`config.mk`:
```
export PLATFORM = sky130hd
export DESIGN_NAME = dual_temp_monitor_core
export DESIGN_NICKNAME = d
export VERILOG_FILES = /design/src/temp_monitor_pkg.sv /design/src/sample_averager.sv /design/src/smbus_target.sv /design/src/dual_temp_monitor_core.sv
export SDC_FILE = /design/constraint.sdc
export NUM_CORES = 1
export LEC_CHECK = 0
export BUFFER_PORTS_ARGS = -buffer_cell sky130_fd_sc_hd__buf_2
export CAP_MARGIN = 10
export CORE_MARGIN = 5
export CORE_UTILIZATION = 38
export DETAILED_ROUTE_END_ITERATION = 8
export PLACE_DENSITY = 0.49
export SETUP_SLACK_MARGIN = 0.02
export SYNTH_ARGS = -nofsm -noshare
export SYNTH_HDL_FRONTEND = slang
export SYNTH_SLANG_ARGS = --single-unit
```
`constraint.sdc`:
```
create_clock -name clk_i -period 3.5 [get_ports clk_i]
set_input_delay 0 -clock clk_i [delete_from_list [all_inputs] [get_ports clk_i]]
set_output_delay 0 -clock clk_i [all_outputs]
set_load 0.01 [all_outputs]
```
`src/temp_monitor_pkg.sv`:
```
package temp_monitor_pkg;

	// ****************************************
	// register pointers
	// ****************************************
	localparam logic [7:0] PTR_LOCAL_TEMP = 8'h00;
	localparam logic [7:0] PTR_REMOTE_HI = 8'h01;
	localparam logic [7:0] PTR_STATUS = 8'h02;
	localparam logic [7:0] PTR_CONFIG = 8'h03;
	localparam logic [7:0] PTR_RATE = 8'h04;
	localparam logic [7:0] PTR_LOCAL_HIGH_LIM = 8'h05;
	localparam logic [7:0] PTR_LOCAL_LOW_LIM = 8'h06;
	localparam logic [7:0] PTR_REMOTE_HIGH_LIM_HI = 8'h07;
	localparam logic [7:0] PTR_REMOTE_LOW_LIM_HI = 8'h08;
	localparam logic [7:0] PTR_REMOTE_LO = 8'h10;
	localparam logic [7:0] PTR_OFFSET_HI = 8'h11;
	localparam logic [7:0] PTR_OFFSET_LO = 8'h12;
	localparam logic [7:0] PTR_REMOTE_HIGH_LIM_LO = 8'h13;
	localparam logic [7:0] PTR_REMOTE_LOW_LIM_LO = 8'h14;

	// ****************************************
	// fields and reset values
	// ****************************************
	localparam int CFG_MASK_BIT = 7;
	localparam int CFG_STANDBY_BIT = 6;
	localparam int ST_LOCAL_HIGH_BIT = 6;
	localparam int ST_LOCAL_LOW_BIT = 5;
	localparam int ST_REMOTE_HIGH_BIT = 4;
	localparam int ST_REMOTE_LOW_BIT = 3;
	localparam int FLG_LOCAL_HIGH = 0;
	localparam int FLG_LOCAL_LOW = 1;
	localparam int FLG_REMOTE_HIGH = 2;
	localparam int FLG_REMOTE_LOW = 3;
	localparam int LOW_FRAC_MSB = 7;
	localparam int LOW_FRAC_LSB = 5;
	localparam logic [7:0] TEMP_RESET_HI = 8'h80;
	localparam logic [7:0] ZERO_BYTE = 8'h00;
	localparam logic [7:0] HIGH_LIM_RESET = 8'h7f;
	localparam logic [7:0] LOW_LIM_RESET = 8'h00;
	localparam logic [7:0] RATE_RESET = 8'h07;
	localparam logic [2:0] RATE_MAX = 3'h7;
	localparam logic [10:0] REMOTE_SAT_MAX = 11'h3ff;

	// ****************************************
	// timing
	// ****************************************
	localparam int CLK_HZ = 10_000_000;
	localparam int RATE_UNIT_US = 1000;
	localparam int RATE_UNIT_CYCLES = (CLK_HZ / 1_000_000) * RATE_UNIT_US;
	localparam logic [1:0] BOOT_CYCLES = 2'h3;
	// bus address value is arbitrary; address pins are not modelled
	localparam logic [6:0] SMB_ADDR_DEFAULT = 7'h4c;

	// ****************************************
	// types
	// ****************************************
	typedef enum logic [2:0] {
		SQ_BOOT,
		SQ_START,
		SQ_BUSY,
		SQ_STORE,
		SQ_WAIT
	} seq_state_e;

	typedef enum logic [2:0] {
		SB_IDLE,
		SB_ADDR,
		SB_ACK_ADDR,
		SB_WRITE,
		SB_ACK_WRITE,
		SB_READ,
		SB_ACK_READ
	} smb_state_e;

	typedef struct packed {
		logic wr;
		logic rd;
		logic [7:0] ptr;
		logic [7:0] wdata;
	} smb_req_s;

endpackage : temp_monitor_pkg

```
`src/sample_averager.sv`:
```
`timescale 1ns/1ps
module sample_averager
	import temp_monitor_pkg::*;
#(
	parameter int W = 11,
	parameter int N_LOG2 = 4
) (
	input wire logic clk_i,
	input wire logic rst_b_i,
	input wire logic valid_i,
	input wire logic [W-1:0] data_i,
	output logic last_o,
	output logic done_o,
	output logic [W-1:0] avg_o
);
	logic [W+N_LOG2-1:0] sum_q;
	logic [N_LOG2-1:0] cnt_q;
	logic [W+N_LOG2-1:0] sum_next;

	assign sum_next = sum_q + {{N_LOG2{1'b0}}, data_i};
	assign last_o = &cnt_q;

	always_ff @(posedge clk_i or negedge rst_b_i) begin
		if (!rst_b_i) begin
			sum_q <= '0;
			cnt_q <= '0;
			done_o <= 1'b0;
			avg_o <= '0;
		end else begin
			done_o <= valid_i & last_o;
			if (valid_i) begin
				cnt_q <= cnt_q + 1'b1;
				sum_q <= last_o ? '0 : sum_next;
				if (last_o) begin
					avg_o <= sum_next[W+N_LOG2-1:N_LOG2];
				end
			end
		end
	end

endmodule : sample_averager

```
`src/smbus_target.sv`:
```
`timescale 1ns/1ps
module smbus_target
	import temp_monitor_pkg::*;
#(
	parameter logic [6:0] DEV_ADDR = SMB_ADDR_DEFAULT
) (
	input wire logic clk_i,
	input wire logic rst_b_i,
	input wire logic scl_i,
	input wire logic sda_i,
	input wire logic [7:0] rdata_i,
	output smb_req_s req_o,
	output logic sda_oe_o
);
	smb_state_e state_q;
	logic scl_p_q;
	logic sda_p_q;
	logic [3:0] cnt_q;
	logic [7:0] shift_q;
	logic [7:0] tx_q;
	logic first_q;
	logic rw_q;
	logic start_c;
	logic stop_c;
	logic rise_c;
	logic fall_c;
	logic byte_c;

	assign start_c = scl_i & scl_p_q & sda_p_q & ~sda_i;
	assign stop_c = scl_i & scl_p_q & ~sda_p_q & sda_i;
	assign rise_c = scl_i & ~scl_p_q;
	assign fall_c = ~scl_i & scl_p_q;
	assign byte_c = cnt_q == 4'h8;

	always_ff @(posedge clk_i or negedge rst_b_i) begin
		if (!rst_b_i) begin
			state_q <= SB_IDLE;
			scl_p_q <= 1'b1;
			sda_p_q <= 1'b1;
			cnt_q <= '0;
			shift_q <= '0;
			tx_q <= '0;
			first_q <= 1'b0;
			rw_q <= 1'b0;
			sda_oe_o <= 1'b0;
			req_o <= '0;
		end else begin
			scl_p_q <= scl_i;
			sda_p_q <= sda_i;
			req_o.wr <= 1'b0;
			req_o.rd <= 1'b0;
			if (start_c) begin
				state_q <= SB_ADDR;
				cnt_q <= '0;
				first_q <= 1'b1;
				sda_oe_o <= 1'b0;
			end else if (stop_c) begin
				state_q <= SB_IDLE;
				sda_oe_o <= 1'b0;
			end else if (rise_c) begin
				if (state_q == SB_ADDR || state_q == SB_WRITE || state_q == SB_READ) begin
					shift_q <= {shift_q[6:0], sda_i};
					cnt_q <= cnt_q + 1'b1;
				end
				// a nack from the host ends the read burst
				if (state_q == SB_ACK_READ && sda_i) begin
					state_q <= SB_IDLE;
				end
			end else if (fall_c) begin
				case (state_q)
					SB_ADDR: begin
						if (byte_c) begin
							if (shift_q[7:1] == DEV_ADDR) begin
								sda_oe_o <= 1'b1;
								rw_q <= shift_q[0];
								state_q <= SB_ACK_ADDR;
							end else begin
								state_q <= SB_IDLE;
							end
						end
					end
					SB_ACK_WRITE: begin
						sda_oe_o <= 1'b0;
						cnt_q <= '0;
						state_q <= SB_WRITE;
					end
					SB_WRITE: begin
						if (byte_c) begin
							sda_oe_o <= 1'b1;
							first_q <= 1'b0;
							state_q <= SB_ACK_WRITE;
							if (first_q) begin
								req_o.ptr <= shift_q;
							end else begin
								req_o.wr <= 1'b1;
								req_o.wdata <= shift_q;
							end
						end
					end
					SB_ACK_ADDR, SB_ACK_READ: begin
						cnt_q <= '0;
						if (rw_q) begin
							sda_oe_o <= ~rdata_i[7];
							tx_q <= {rdata_i[6:0], 1'b0};
							req_o.rd <= 1'b1;
							state_q <= SB_READ;
						end else begin
							sda_oe_o <= 1'b0;
							state_q <= SB_WRITE;
						end
					end
					SB_READ: begin
						if (byte_c) begin
							sda_oe_o <= 1'b0;
							state_q <= SB_ACK_READ;
						end else begin
							sda_oe_o <= ~tx_q[7];
							tx_q <= {tx_q[6:0], 1'b0};
						end
					end
					default: begin
						sda_oe_o <= 1'b0;
					end
				endcase
			end
		end
	end

endmodule : smbus_target

```
`src/dual_temp_monitor_core.sv`:
```
`timescale 1ns/1ps
// Contract
// converter runs freely, alternating local and remote channels into their registers
// local result keeps only its upper eight bits as one byte
// remote result is 11 bits: high byte at 0x01, three bits left-justified at 0x10
// 11-bit signed offset from 0x11/0x12 is added to each remote result
// both offset bytes reset to zero
// each result compared with local and remote high and low limits
// each violation sets its own flag; alert pulled low while any flag set
// host reads every register and writes writable ones over the serial bus
// control picks standby, alert mask and conversion rate
// both temperature registers reset to minus 128 degrees
// normal power-up converts and stores before the first comparison
// standby power-up compares defaults, setting both low flags
// host may lower low limits then read status to release alert
// host may leave standby then read status to release alert
// standby pin high means normal, low means standby
// converter lsb is one eighth degree, range 0 to 127.875
// each stored result averages 16 measurement cycles
// flags hold until a status read; read clears only healed flags
// alert mask keeps the alert released whatever the flags
module dual_temp_monitor_core
	import temp_monitor_pkg::*;
#(
	parameter logic [6:0] DEV_ADDR = SMB_ADDR_DEFAULT,
	parameter int RATE_UNIT = RATE_UNIT_CYCLES,
	parameter int ADC_W = 11,
	parameter int AVG_LOG2 = 4
) (
	input wire logic clk_i,
	input wire logic rst_b_i,
	input wire logic scl_i,
	input wire logic sda_i,
	output logic sda_o,
	output logic sda_oe_o,
	input wire logic standby_select_n_i,
	input wire logic [ADC_W-1:0] adc_data_i,
	input wire logic adc_valid_i,
	output logic adc_start_o,
	output logic adc_remote_sel_o,
	output logic alert_o,
	output logic alert_oe_o
);
	// ****************************************
	// pin synchronisers
	// ****************************************
	logic [2:0] pin_raw;
	logic [2:0] sync1_q;
	logic [2:0] sync2_q;
	logic scl_s;
	logic sda_s;
	logic standby_pin_s;

	assign pin_raw = {standby_select_n_i, sda_i, scl_i};
	genvar gi;
	generate
		for (gi = 0; gi < 3; gi++) begin : g_sync
			always_ff @(posedge clk_i or negedge rst_b_i) begin
				if (!rst_b_i) begin
					sync1_q[gi] <= 1'b1;
					sync2_q[gi] <= 1'b1;
				end else begin
					sync1_q[gi] <= pin_raw[gi];
					sync2_q[gi] <= sync1_q[gi];
				end
			end
		end
	endgenerate
	assign scl_s = sync2_q[0];
	assign sda_s = sync2_q[1];
	// pin polarity
	assign standby_pin_s = ~sync2_q[2];

	// ****************************************
	// serial bus target
	// ****************************************
	smb_req_s req;
	logic [7:0] rdata;
	logic sda_oe_w;

	// serial register access
	smbus_target #(
		.DEV_ADDR(DEV_ADDR)
	) u_smb (
		.clk_i(clk_i),
		.rst_b_i(rst_b_i),
		.scl_i(scl_s),
		.sda_i(sda_s),
		.rdata_i(rdata),
		.req_o(req),
		.sda_oe_o(sda_oe_w)
	);
	assign sda_oe_o = sda_oe_w;
	// open-drain: only ever drives low
	assign sda_o = 1'b0;
	assign alert_o = 1'b0;

	// ****************************************
	// register file
	// ****************************************
	logic [7:0] local_temp_q;
	logic [10:0] remote_temp_q;
	logic [7:0] config_q;
	logic [7:0] rate_q;
	logic [7:0] local_high_lim_q;
	logic [7:0] local_low_lim_q;
	logic [7:0] remote_high_hi_q;
	logic [7:0] remote_high_lo_q;
	logic [7:0] remote_low_hi_q;
	logic [7:0] remote_low_lo_q;
	logic [7:0] offset_hi_q;
	logic [7:0] offset_lo_q;
	logic [3:0] flags_q;
	logic [7:0] status_byte;
	logic [7:0] remote_lo_byte;

	assign remote_lo_byte = {remote_temp_q[2:0], 5'h00};
	assign status_byte = {1'b0, flags_q[FLG_LOCAL_HIGH], flags_q[FLG_LOCAL_LOW],
		flags_q[FLG_REMOTE_HIGH], flags_q[FLG_REMOTE_LOW], 3'h0};
	assign rdata = (req.ptr == PTR_LOCAL_TEMP) ? local_temp_q :
		(req.ptr == PTR_REMOTE_HI) ? remote_temp_q[10:3] :
		(req.ptr == PTR_STATUS) ? status_byte :
		(req.ptr == PTR_CONFIG) ? config_q :
		(req.ptr == PTR_RATE) ? rate_q :
		(req.ptr == PTR_LOCAL_HIGH_LIM) ? local_high_lim_q :
		(req.ptr == PTR_LOCAL_LOW_LIM) ? local_low_lim_q :
		(req.ptr == PTR_REMOTE_HIGH_LIM_HI) ? remote_high_hi_q :
		(req.ptr == PTR_REMOTE_LOW_LIM_HI) ? remote_low_hi_q :
		(req.ptr == PTR_REMOTE_LO) ? remote_lo_byte :
		(req.ptr == PTR_OFFSET_HI) ? offset_hi_q :
		(req.ptr == PTR_OFFSET_LO) ? offset_lo_q :
		(req.ptr == PTR_REMOTE_HIGH_LIM_LO) ? remote_high_lo_q :
		(req.ptr == PTR_REMOTE_LOW_LIM_LO) ? remote_low_lo_q : ZERO_BYTE;

	// control writes
	always_ff @(posedge clk_i or negedge rst_b_i) begin
		if (!rst_b_i) begin
			config_q <= ZERO_BYTE;
			rate_q <= RATE_RESET;
			local_high_lim_q <= HIGH_LIM_RESET;
			local_low_lim_q <= LOW_LIM_RESET;
			remote_high_hi_q <= HIGH_LIM_RESET;
			remote_high_lo_q <= ZERO_BYTE;
			remote_low_hi_q <= LOW_LIM_RESET;
			remote_low_lo_q <= ZERO_BYTE;
			// offset reset zero
			offset_hi_q <= ZERO_BYTE;
			offset_lo_q <= ZERO_BYTE;
		end else if (req.wr) begin
			case (req.ptr)
				PTR_CONFIG: config_q <= req.wdata;
				PTR_RATE: rate_q <= req.wdata;
				PTR_LOCAL_HIGH_LIM: local_high_lim_q <= req.wdata;
				PTR_LOCAL_LOW_LIM: local_low_lim_q <= req.wdata;
				PTR_REMOTE_HIGH_LIM_HI: remote_high_hi_q <= req.wdata;
				PTR_REMOTE_HIGH_LIM_LO: remote_high_lo_q <= req.wdata;
				PTR_REMOTE_LOW_LIM_HI: remote_low_hi_q <= req.wdata;
				PTR_REMOTE_LOW_LIM_LO: remote_low_lo_q <= req.wdata;
				PTR_OFFSET_HI: offset_hi_q <= req.wdata;
				PTR_OFFSET_LO: offset_lo_q <= req.wdata;
				default: begin
				end
			endcase
		end
	end

	// ****************************************
	// conversion sequencer
	// ****************************************
	seq_state_e state_q;
	logic [23:0] wait_q;
	logic [1:0] boot_q;
	logic standby;
	logic [23:0] wait_len;
	logic avg_last;
	logic avg_done;
	logic [ADC_W-1:0] avg_val;
	logic cmp_local_q;
	logic cmp_remote_q;

	// standby from pin or control bit
	assign standby = standby_pin_s | config_q[CFG_STANDBY_BIT];
	// higher rate code gives a shorter gap between conversion pairs
	assign wait_len = 24'(RATE_UNIT) << (RATE_MAX - rate_q[2:0]);

	// sixteen-sample averaging
	sample_averager #(
		.W(ADC_W),
		.N_LOG2(AVG_LOG2)
	) u_avg (
		.clk_i(clk_i),
		.rst_b_i(rst_b_i),
		.valid_i(adc_valid_i & (state_q == SQ_BUSY)),
		.data_i(adc_data_i),
		.last_o(avg_last),
		.done_o(avg_done),
		.avg_o(avg_val)
	);

	// signed offset on remote
	logic signed [11:0] remote_sum;
	logic [10:0] offset_val;
	logic [10:0] remote_adj;
	assign offset_val = {offset_hi_q, offset_lo_q[LOW_FRAC_MSB:LOW_FRAC_LSB]};
	// raw code is unsigned eighths, so top bit is zero
	assign remote_sum = $signed({1'b0, avg_val}) + $signed({offset_val[10], offset_val});
	// saturate rather than wrap a large positive offset into a negative reading
	assign remote_adj = (remote_sum[11:10] == 2'b01) ? REMOTE_SAT_MAX : remote_sum[10:0];

	always_ff @(posedge clk_i or negedge rst_b_i) begin
		if (!rst_b_i) begin
			state_q <= SQ_BOOT;
			boot_q <= '0;
			wait_q <= '0;
			adc_start_o <= 1'b0;
			adc_remote_sel_o <= 1'b0;
			cmp_local_q <= 1'b0;
			cmp_remote_q <= 1'b0;
			// reset to minus 128
			local_temp_q <= TEMP_RESET_HI;
			remote_temp_q <= {TEMP_RESET_HI, 3'h0};
		end else begin
			adc_start_o <= 1'b0;
			cmp_local_q <= 1'b0;
			cmp_remote_q <= 1'b0;
			case (state_q)
				SQ_BOOT: begin
					// let the standby pin settle through the synchroniser
					boot_q <= boot_q + 1'b1;
					if (boot_q == BOOT_CYCLES) begin
						if (standby) begin
							// compare untouched defaults
							cmp_local_q <= 1'b1;
							cmp_remote_q <= 1'b1;
							state_q <= SQ_WAIT;
						end else begin
							// convert first
							state_q <= SQ_START;
						end
					end
				end
				SQ_START: begin
					adc_start_o <= 1'b1;
					state_q <= SQ_BUSY;
				end
				SQ_BUSY: begin
					if (adc_valid_i) begin
						state_q <= avg_last ? SQ_STORE : SQ_START;
					end
				end
				SQ_STORE: begin
					if (avg_done) begin
						if (adc_remote_sel_o) begin
							// eleven-bit remote store
							remote_temp_q <= remote_adj;
							cmp_remote_q <= 1'b1;
							adc_remote_sel_o <= 1'b0;
							wait_q <= '0;
							state_q <= SQ_WAIT;
						end else begin
							// upper eight bits
							local_temp_q <= avg_val[ADC_W-1:ADC_W-8];
							cmp_local_q <= 1'b1;
							// alternate channel
							adc_remote_sel_o <= 1'b1;
							state_q <= SQ_START;
						end
					end
				end
				SQ_WAIT: begin
					if (wait_q < wait_len) begin
						wait_q <= wait_q + 1'b1;
					end else if (!standby) begin
						// free-running restart
						wait_q <= '0;
						state_q <= SQ_START;
					end
				end
				default: begin
					state_q <= SQ_BOOT;
				end
			endcase
		end
	end

	// ****************************************
	// limit comparison and alert
	// ****************************************
	logic [3:0] cond;
	logic [3:0] set_flags;
	logic status_read;
	logic [10:0] remote_high_lim;
	logic [10:0] remote_low_lim;

	assign remote_high_lim = {remote_high_hi_q, remote_high_lo_q[LOW_FRAC_MSB:LOW_FRAC_LSB]};
	assign remote_low_lim = {remote_low_hi_q, remote_low_lo_q[LOW_FRAC_MSB:LOW_FRAC_LSB]};
	// signed limit checks
	assign cond[FLG_LOCAL_HIGH] = $signed(local_temp_q) > $signed(local_high_lim_q);
	assign cond[FLG_LOCAL_LOW] = $signed(local_temp_q) < $signed(local_low_lim_q);
	assign cond[FLG_REMOTE_HIGH] = $signed(remote_temp_q) > $signed(remote_high_lim);
	assign cond[FLG_REMOTE_LOW] = $signed(remote_temp_q) < $signed(remote_low_lim);
	assign set_flags = cond & {cmp_remote_q, cmp_remote_q, cmp_local_q, cmp_local_q};
	assign status_read = req.rd & (req.ptr == PTR_STATUS);

	always_ff @(posedge clk_i or negedge rst_b_i) begin
		if (!rst_b_i) begin
			flags_q <= '0;
			alert_oe_o <= 1'b0;
		end else begin
			// read clears healed flags only; R13 and R14 use live limits, set wins
			flags_q <= (flags_q & ~({4{status_read}} & ~cond)) | set_flags;
			// alert follows flags; R19 mask releases it
			alert_oe_o <= (|flags_q) & ~config_q[CFG_MASK_BIT];
		end
	end

endmodule : dual_temp_monitor_core

```
==> flow_summary_export.csv, run 1 <==
group,metric,value,unit
placed_design,routabilityCongestion,0.881,
power_and_ir_drop,p_leak,6.87,nW
sta,timing.slew.headroom,0.360,
floorplanning,rows,67,
detailed_routing,drc_errors,0,
logic_synthesis,async_reset_ff_frac,1.00,
sta,tightest_slew,960,ps
floorplanning,die_area,38200,µm²
detailed_routing,wl_met1,17.9,mm
detailed_routing,route.met2.wl,16.3,mm
power_and_ir_drop,vdd_drop_max,0.357,mV
logic_synthesis,syn_area_per_cell,9.98,µm²
grt,grt_pass1_wl,58.4,mm
floorplanning,initial_core_util,0.387,
logic_synthesis,synth_area_leaders,"dfrtp_1 (37%), mux2_2 (9.5%), ha_1 (8.3%), dfstp_2 (5.4%), nand2_1 (3.1%)",
worst_setup_path,crit_fanout,18,
grt,grt_usage,0.190,
placed_design,place_hpwl,25.8,mm
logic_synthesis,synthTopCellsByCount,"dfrtp_1 (192), mux2_2 (110), nand2_1 (108)",
logic_synthesis,yosysWarningCount,0,
final_layout,syn_to_final_growth,13.5,%
cts,worstSkewPairLatency,550,ps
logic_synthesis,synth.most_common_cell,"dfrtp_1",
sta,tns,0,ps
worst_setup_path,worst_setup_path_start_kind,"register",
logic_synthesis,yosysUniqueCellTypes,79,
power_and_ir_drop,power.density,411,nW/µm²
cts,cts-root-buf,"clkbuf_16",
hold_path,hold_class,"in2async",
worst_setup_path,crit_type,"reg2reg",
logic_synthesis,syn_area,13100,µm²
logic_synthesis,synth_edf_count,0,
power_and_ir_drop,total_power,6.09,mW
detailed_routing,drt_iter0_drc,653,
grt,grt_max_degree,113,
logic_synthesis,ys_ff_latch,219,
cts,clock_path_buffers,3,
detailed_routing,wl_met3,1.65,mm
final_layout,antennaDiodeCount,0,
cts,numCtsBuffers,26,
run,maxCapViolCount,0,
cts,cts.sinks,219,
logic_synthesis,synth_cells,1308,
cts,clkSlewWorstSetupHoldPaths,70,ps
detailed_routing,drt-vias-per-instance,5.61,
detailed_routing,routedWlPerCell,20.3,µm
grt,overflow,0,
floorplanning,ioPinCount,23,
detailed_routing,postRouteAntennaNets,0,
floorplanning,fp.dieW,195,µm
sta,fin_crit,3230,ps
logic_synthesis,ys.flop_type,"dfrtp_1",
floorplanning,die_h,195,µm
final_layout,fillers,3247,
placed_design,place_area,13600,µm²
run_status,outcome,"finished clean",
cts,cts_setup_buffers,0,
placed_design,portBuffers,20,
final_layout,drive_gt1_frac,0.186,
floorplanning,core,33700,µm²
final_layout,nets,1434,
detailed_routing,routed_wl,36.5,mm
logic_synthesis,yosysTopAreaCellShare,0.368,
sta,max_freq,310,MHz
grt,antenna_found_initial,1,
sta,hold_violations,0,
sta,skew,15.5,ps
sta,rsz0062_at_grt,"no",
detailed_routing,top_layer_used,"met5",
worst_setup_path,crit_arrival,3650,ps
worst_setup_path,worst_setup_path_end_kind,"register",
sta,finalSetupViolations,0,
logic_synthesis,synth_top_area_cell,"dfrtp_1",
cts,cts_tree,"yes",
cts,cts_max_level,1,
logic_synthesis,seq_area_frac_synth,0.422,
detailed_routing,drt_pass1_iterations,5,
sta,slew_violations,0,
grt,grt_pass1_vias,10000,
detailed_routing,vias,10100,
final_layout,final_area,14800,µm²
worst_setup_path,required,3920,ps
sta,fin_crit_sh,0.922,
## final cells by class
type | instances | area (µm²) | area share
clock inverters | 17 | 324 | 0.0219
clock buffers | 31 | 731 | 0.0493
repair buffers | 55 | 430 | 0.0290
multi-input cells | 959 | 7010 | 0.473
inverters | 67 | 251 | 0.0170
well taps | 448 | 561 | 0.0378
flip-flops and latches | 219 | 5520 | 0.372
## state kept, by name (all words and copies together) (netlist names), 4 cells and up
signal	count
config_q	8
offset_hi_q	8
u_smb.tx_q	7
u_smb.cnt_q	4
remote_low_hi_q	8
u_avg.sum_q	15
wait_q	24
u_smb.shift_q	8
u_avg.cnt_q	4
remote_low_lo_q	8
remote_high_hi_q	8
remote_high_lo_q	8
u_avg.avg_o	11
local_high_lim_q	8
remote_temp_q	11
rate_q	8
u_smb.req_o	18
local_low_lim_q	8
local_temp_q	8
offset_lo_q	8
flags_q	4
## logic make-up after synthesis
family,Yosys count,synth area share
compound gates,339,0.176
buf+inv,131,0.0411
xor+xnor,26,0.0174
other cells,1,0.000287
fa+ha+maj,89,0.0864
simple gates,379,0.151
mux,124,0.106
flops,219,0.422
## cells in the final DEF (no fill, tap or decap), types with 16 or more instances in the layout
master / n
o21ai_0: 77
nor2_1: 70
a221o_1: 16
buf_2: 19
clkbuf_16: 27
a21oi_1: 69
nor2b_1: 22
nand2_1: 108
o21a_1: 16
nand3_1: 36
mux2_2: 110
buf_4: 20
dfstp_2: 27
nand2b_1: 17
nor3_1: 16
inv_1: 67
and3_1: 27
dfrtp_1: 191
a21o_1: 21
ha_1: 87
## per-stage QoR
step	instances	setup WS, ps	hold slack [ps]	utilization
floorplan	1309	387	-296	-
global placement	1735	330	106	0.405
detailed placement	1735	290	106	0.405
CTS	1796	259	53.8	0.440
global route	1796	82.3	107	0.440
finish	1796	273	56.5	0.440
## final timing paths
kind | startpoint | end | slack, ps | cells past startpoint
max | rate_q[0] | wait_q[16] | 270 | 11
min | rst_b_i | wait_q[6] | 60 | 2
max reg2reg | rate_q[0] | wait_q[16] | 270 | 11
min reg2reg | sync1_q[1] | sda_s | 360 | 0
max in group asynchronous | rst_b_i | remote_high_hi_q[3] | 2510 | 3
min in group clk_i | adc_data_i[4] | u_avg.avg_o[1] | 90 | 5
## critical path, stage by stage, from the launching register on
cell      delay, ps
dfstp_2         590
inv_1           120
ha_1            320
or2_2           280
ha_1            290
a21o_1          150
a21o_1          170
a221o_1         330
a211oi_4        230
buf_4           270
mux2i_1          90
mux2_2          280
## routing by layer
| metal | vias up | GRT usage |
|---|---|---|
| met3 | 46 | 0.0272 |
| met5 | - | 0 |
| li1 | 4846 | - |
| met2 | 220 | 0.295 |
| met4 | 2 | 0.0390 |
| met1 | 4959 | 0.282 |
## power by group
group | internal [mW] | switching, mW | total (mW)
sequential | 2.56 | 0.0356 | 2.60
clock | 2.15 | 1.16 | 3.31
combinational | 0.0657 | 0.107 | 0.173
total | 4.78 | 1.30 | 6.09
## repair_timing
action | in CTS | in global routing
endpoints found under the hold margin | 116 | 0
resized for setup | 0 | 0
hold buffers | 13 | 0
No activity file was read; power rests on OpenSTA's default activity.
==> inputs of run 2 (changes only) <==
--- a/config.mk
+++ b/config.mk
@@ -10,6 +10,7 @@
 export CORE_MARGIN = 5
 export CORE_UTILIZATION = 38
 export DETAILED_ROUTE_END_ITERATION = 8
+export MAX_ROUTING_LAYER = met4
 export PLACE_DENSITY = 0.49
 export SETUP_SLACK_MARGIN = 0.02
 export SYNTH_ARGS = -nofsm -noshare
==> run 2 against run 1 <==
Via count up 0.50%; first-iteration DRC count grew 8.0%; sequential share of layout area hardly changed; final area barely moved; die area is the same; non-clock buffer count unchanged; clock skew increased by 0.74 ps; largest power group unchanged.
==> flow_summary_export.csv, run 2 (synthesized netlist as in run 1, its figures left out) <==
group,metric,value,unit
final_layout,syn_to_final_growth,13.5,%
final_layout,final_cell_mix,"dfrtp_1 (191), mux2_2 (110), nand2_1 (108)",
sta,rsz0062_at_grt,"no",
worst_setup_path,path_delay_family,"compound AO/OA/AOI/OAI gates",
worst_setup_path,cp_num_buf_inv,2,
cts,worstSkewPairLatency,550,ps
cts,clock_path_buffers,3,
sta,hold_violations,0,
detailed_routing,drt-vias-per-instance,5.63,
placed_design,routabilityCongestion,0.895,
floorplanning,core,33700,µm²
cts,clkSlewWorstSetupHoldPaths,70,ps
final_layout,reg.largest.list,"wait_q x24, u_smb.req_o x18, u_avg.sum_q x15",
detailed_routing,postRouteAntennaNets,0,
power_and_ir_drop,p_int,4.78,mW
floorplanning,die_area,38200,µm²
sta,skew,16.2,ps
worst_setup_path,cp_num_cells,11,
final_layout,regMostFlops,"wait_q",
cts,cts_tree,"yes",
worst_setup_path,worst_setup_path_start_kind,"register",
power_and_ir_drop,p_leak,6.87,nW
sta,finalSetupViolations,0,
grt,grt_usage,0.195,
worst_setup_path,crit_fanout,18,
power_and_ir_drop,clkPwrFrac,0.545,
cts,cts.sinks,219,
sta,tightest_slew,955,ps
floorplanning,ioPinCount,23,
worst_setup_path,rr_worst_depth,11,
sta,slew_violations,0,
detailed_routing,vias,10100,
cts,cts-root-buf,"clkbuf_16",
final_layout,post-route-util,0.440,
floorplanning,fp.dieW,195,µm
sta,max_freq,310,MHz
power_and_ir_drop,switching_share,0.215,
worst_setup_path,cp_cell_sequence,"inv_1, ha_1, or2_2, ha_1, a21o_1, a21o_1, a221o_1, a211oi_4, buf_4, mux2i_1, mux2_2",
worst_setup_path,max_stage_delay,590,ps
final_layout,nets,1434,
detailed_routing,drt_iter0_drc,705,
detailed_routing,drt_pass1_iterations,5,
run_status,outcome,"finished clean",
cts,postCtsHoldBufs,13,
cts,cts_max_level,1,
cts,cts_setup_buffers,0,
placed_design,portBuffers,20,
worst_setup_path,worst_setup_path_end_kind,"register",
detailed_routing,routed_wl,36.6,mm
power_and_ir_drop,netSwitchingPower,1.31,mW
power_and_ir_drop,p_seq_frac,0.426,
sta,tns,0,ps
run,maxCapViolCount,0,
power_and_ir_drop,power.density,411,nW/µm²
power_and_ir_drop,p_comb_frac,0.028,
floorplanning,die_h,195,µm
hold_path,hold_class,"in2async",
worst_setup_path,cp_slowest_cell,"dfstp_2",
final_layout,largest_reg_flops,24,
power_and_ir_drop,vdd_drop_max,0.362,mV
detailed_routing,drc_errors,0,
sta,fin_crit_sh,0.922,
grt,grt_pass1_vias,9980,
final_layout,layout_commonest_cell,"dfrtp_1",
sta,fin_crit,3230,ps
floorplanning,rows,67,
grt,overflow,0,
detailed_routing,routedWlPerCell,20.4,µm
final_layout,drive_gt1_frac,0.186,
worst_setup_path,regToRegSetupSlack,270,ps
grt,antenna_found_initial,1,
grt,grt_max_degree,113,
worst_setup_path,crit_arrival,3650,ps
placed_design,place_hpwl,25.8,mm
floorplanning,initial_core_util,0.387,
sta,timing.slew.headroom,0.363,
grt,grt_pass1_wl,58.4,mm
cts,numCtsBuffers,26,
cts,post_cts_resized,0,
worst_setup_path,required,3920,ps
worst_setup_path,crit_type,"reg2reg",
## run 2: final timing paths
kind	endpoint	startpoint
setup / recovery	wait_q[16]	rate_q[0]
hold / removal	wait_q[7]	rst_b_i
setup reg to reg	wait_q[16]	rate_q[0]
hold reg to reg	sda_s	sync1_q[1]
max in group asynchronous	remote_high_hi_q[3]	rst_b_i
min in group clk_i	u_avg.avg_o[1]	adc_data_i[4]
## run 2: per-stage QoR
stage                     area, µm²  worst slack, ps  total power, mW  instances  hold WS [ps]
after floorplan               13100              387             2.71       1309          -296
after global placement        13600              330             2.81       1735           106
after detailed placement      13600              290             2.81       1735           106
after CTS                     14800              259             6.18       1796          53.8
after global routing          14800             82.3             6.30       1797           107
final                         14800              272             6.10       1797          69.2
## run 2: worst reg2reg max path, cell delays in order (launching register included)
cell and delay [ps]:
dfstp_2 590, inv_1 120, ha_1 320, or2_2 280, ha_1 290, a21o_1 150, a21o_1 170, a221o_1 330
a211oi_4 230, buf_4 260, mux2i_1 90, mux2_2 280
## run 2: final cells by class
cell class	count	area, µm²
multi-input cells	959	7010
flip-flops and latches	219	5520
diodes	1	2.50
clock inverters	17	324
repair buffers	55	430
well taps	448	561
clock buffers	31	731
fillers	3248	18900
inverters	67	251
## run 2: metal layers
metal,vias up,global-route usage,part of all wire
met2,215,0.294,0.45
li1,4843,-,-
met3,42,0.0265,0.046
met1,5023,0.283,0.49
met4,0,0.0390,0.017
met5,-,-,0
## run 2: power groups by stage
stage	Sequential (mW)	Clock (mW)	Combinational, mW
after global placement	2.64	0	0.165
after detailed placement	2.64	0	0.166
final	2.60	3.32	0.173
after floorplan	2.63	0	0.0789
after global routing	2.60	3.50	0.201
after CTS	2.60	3.40	0.180
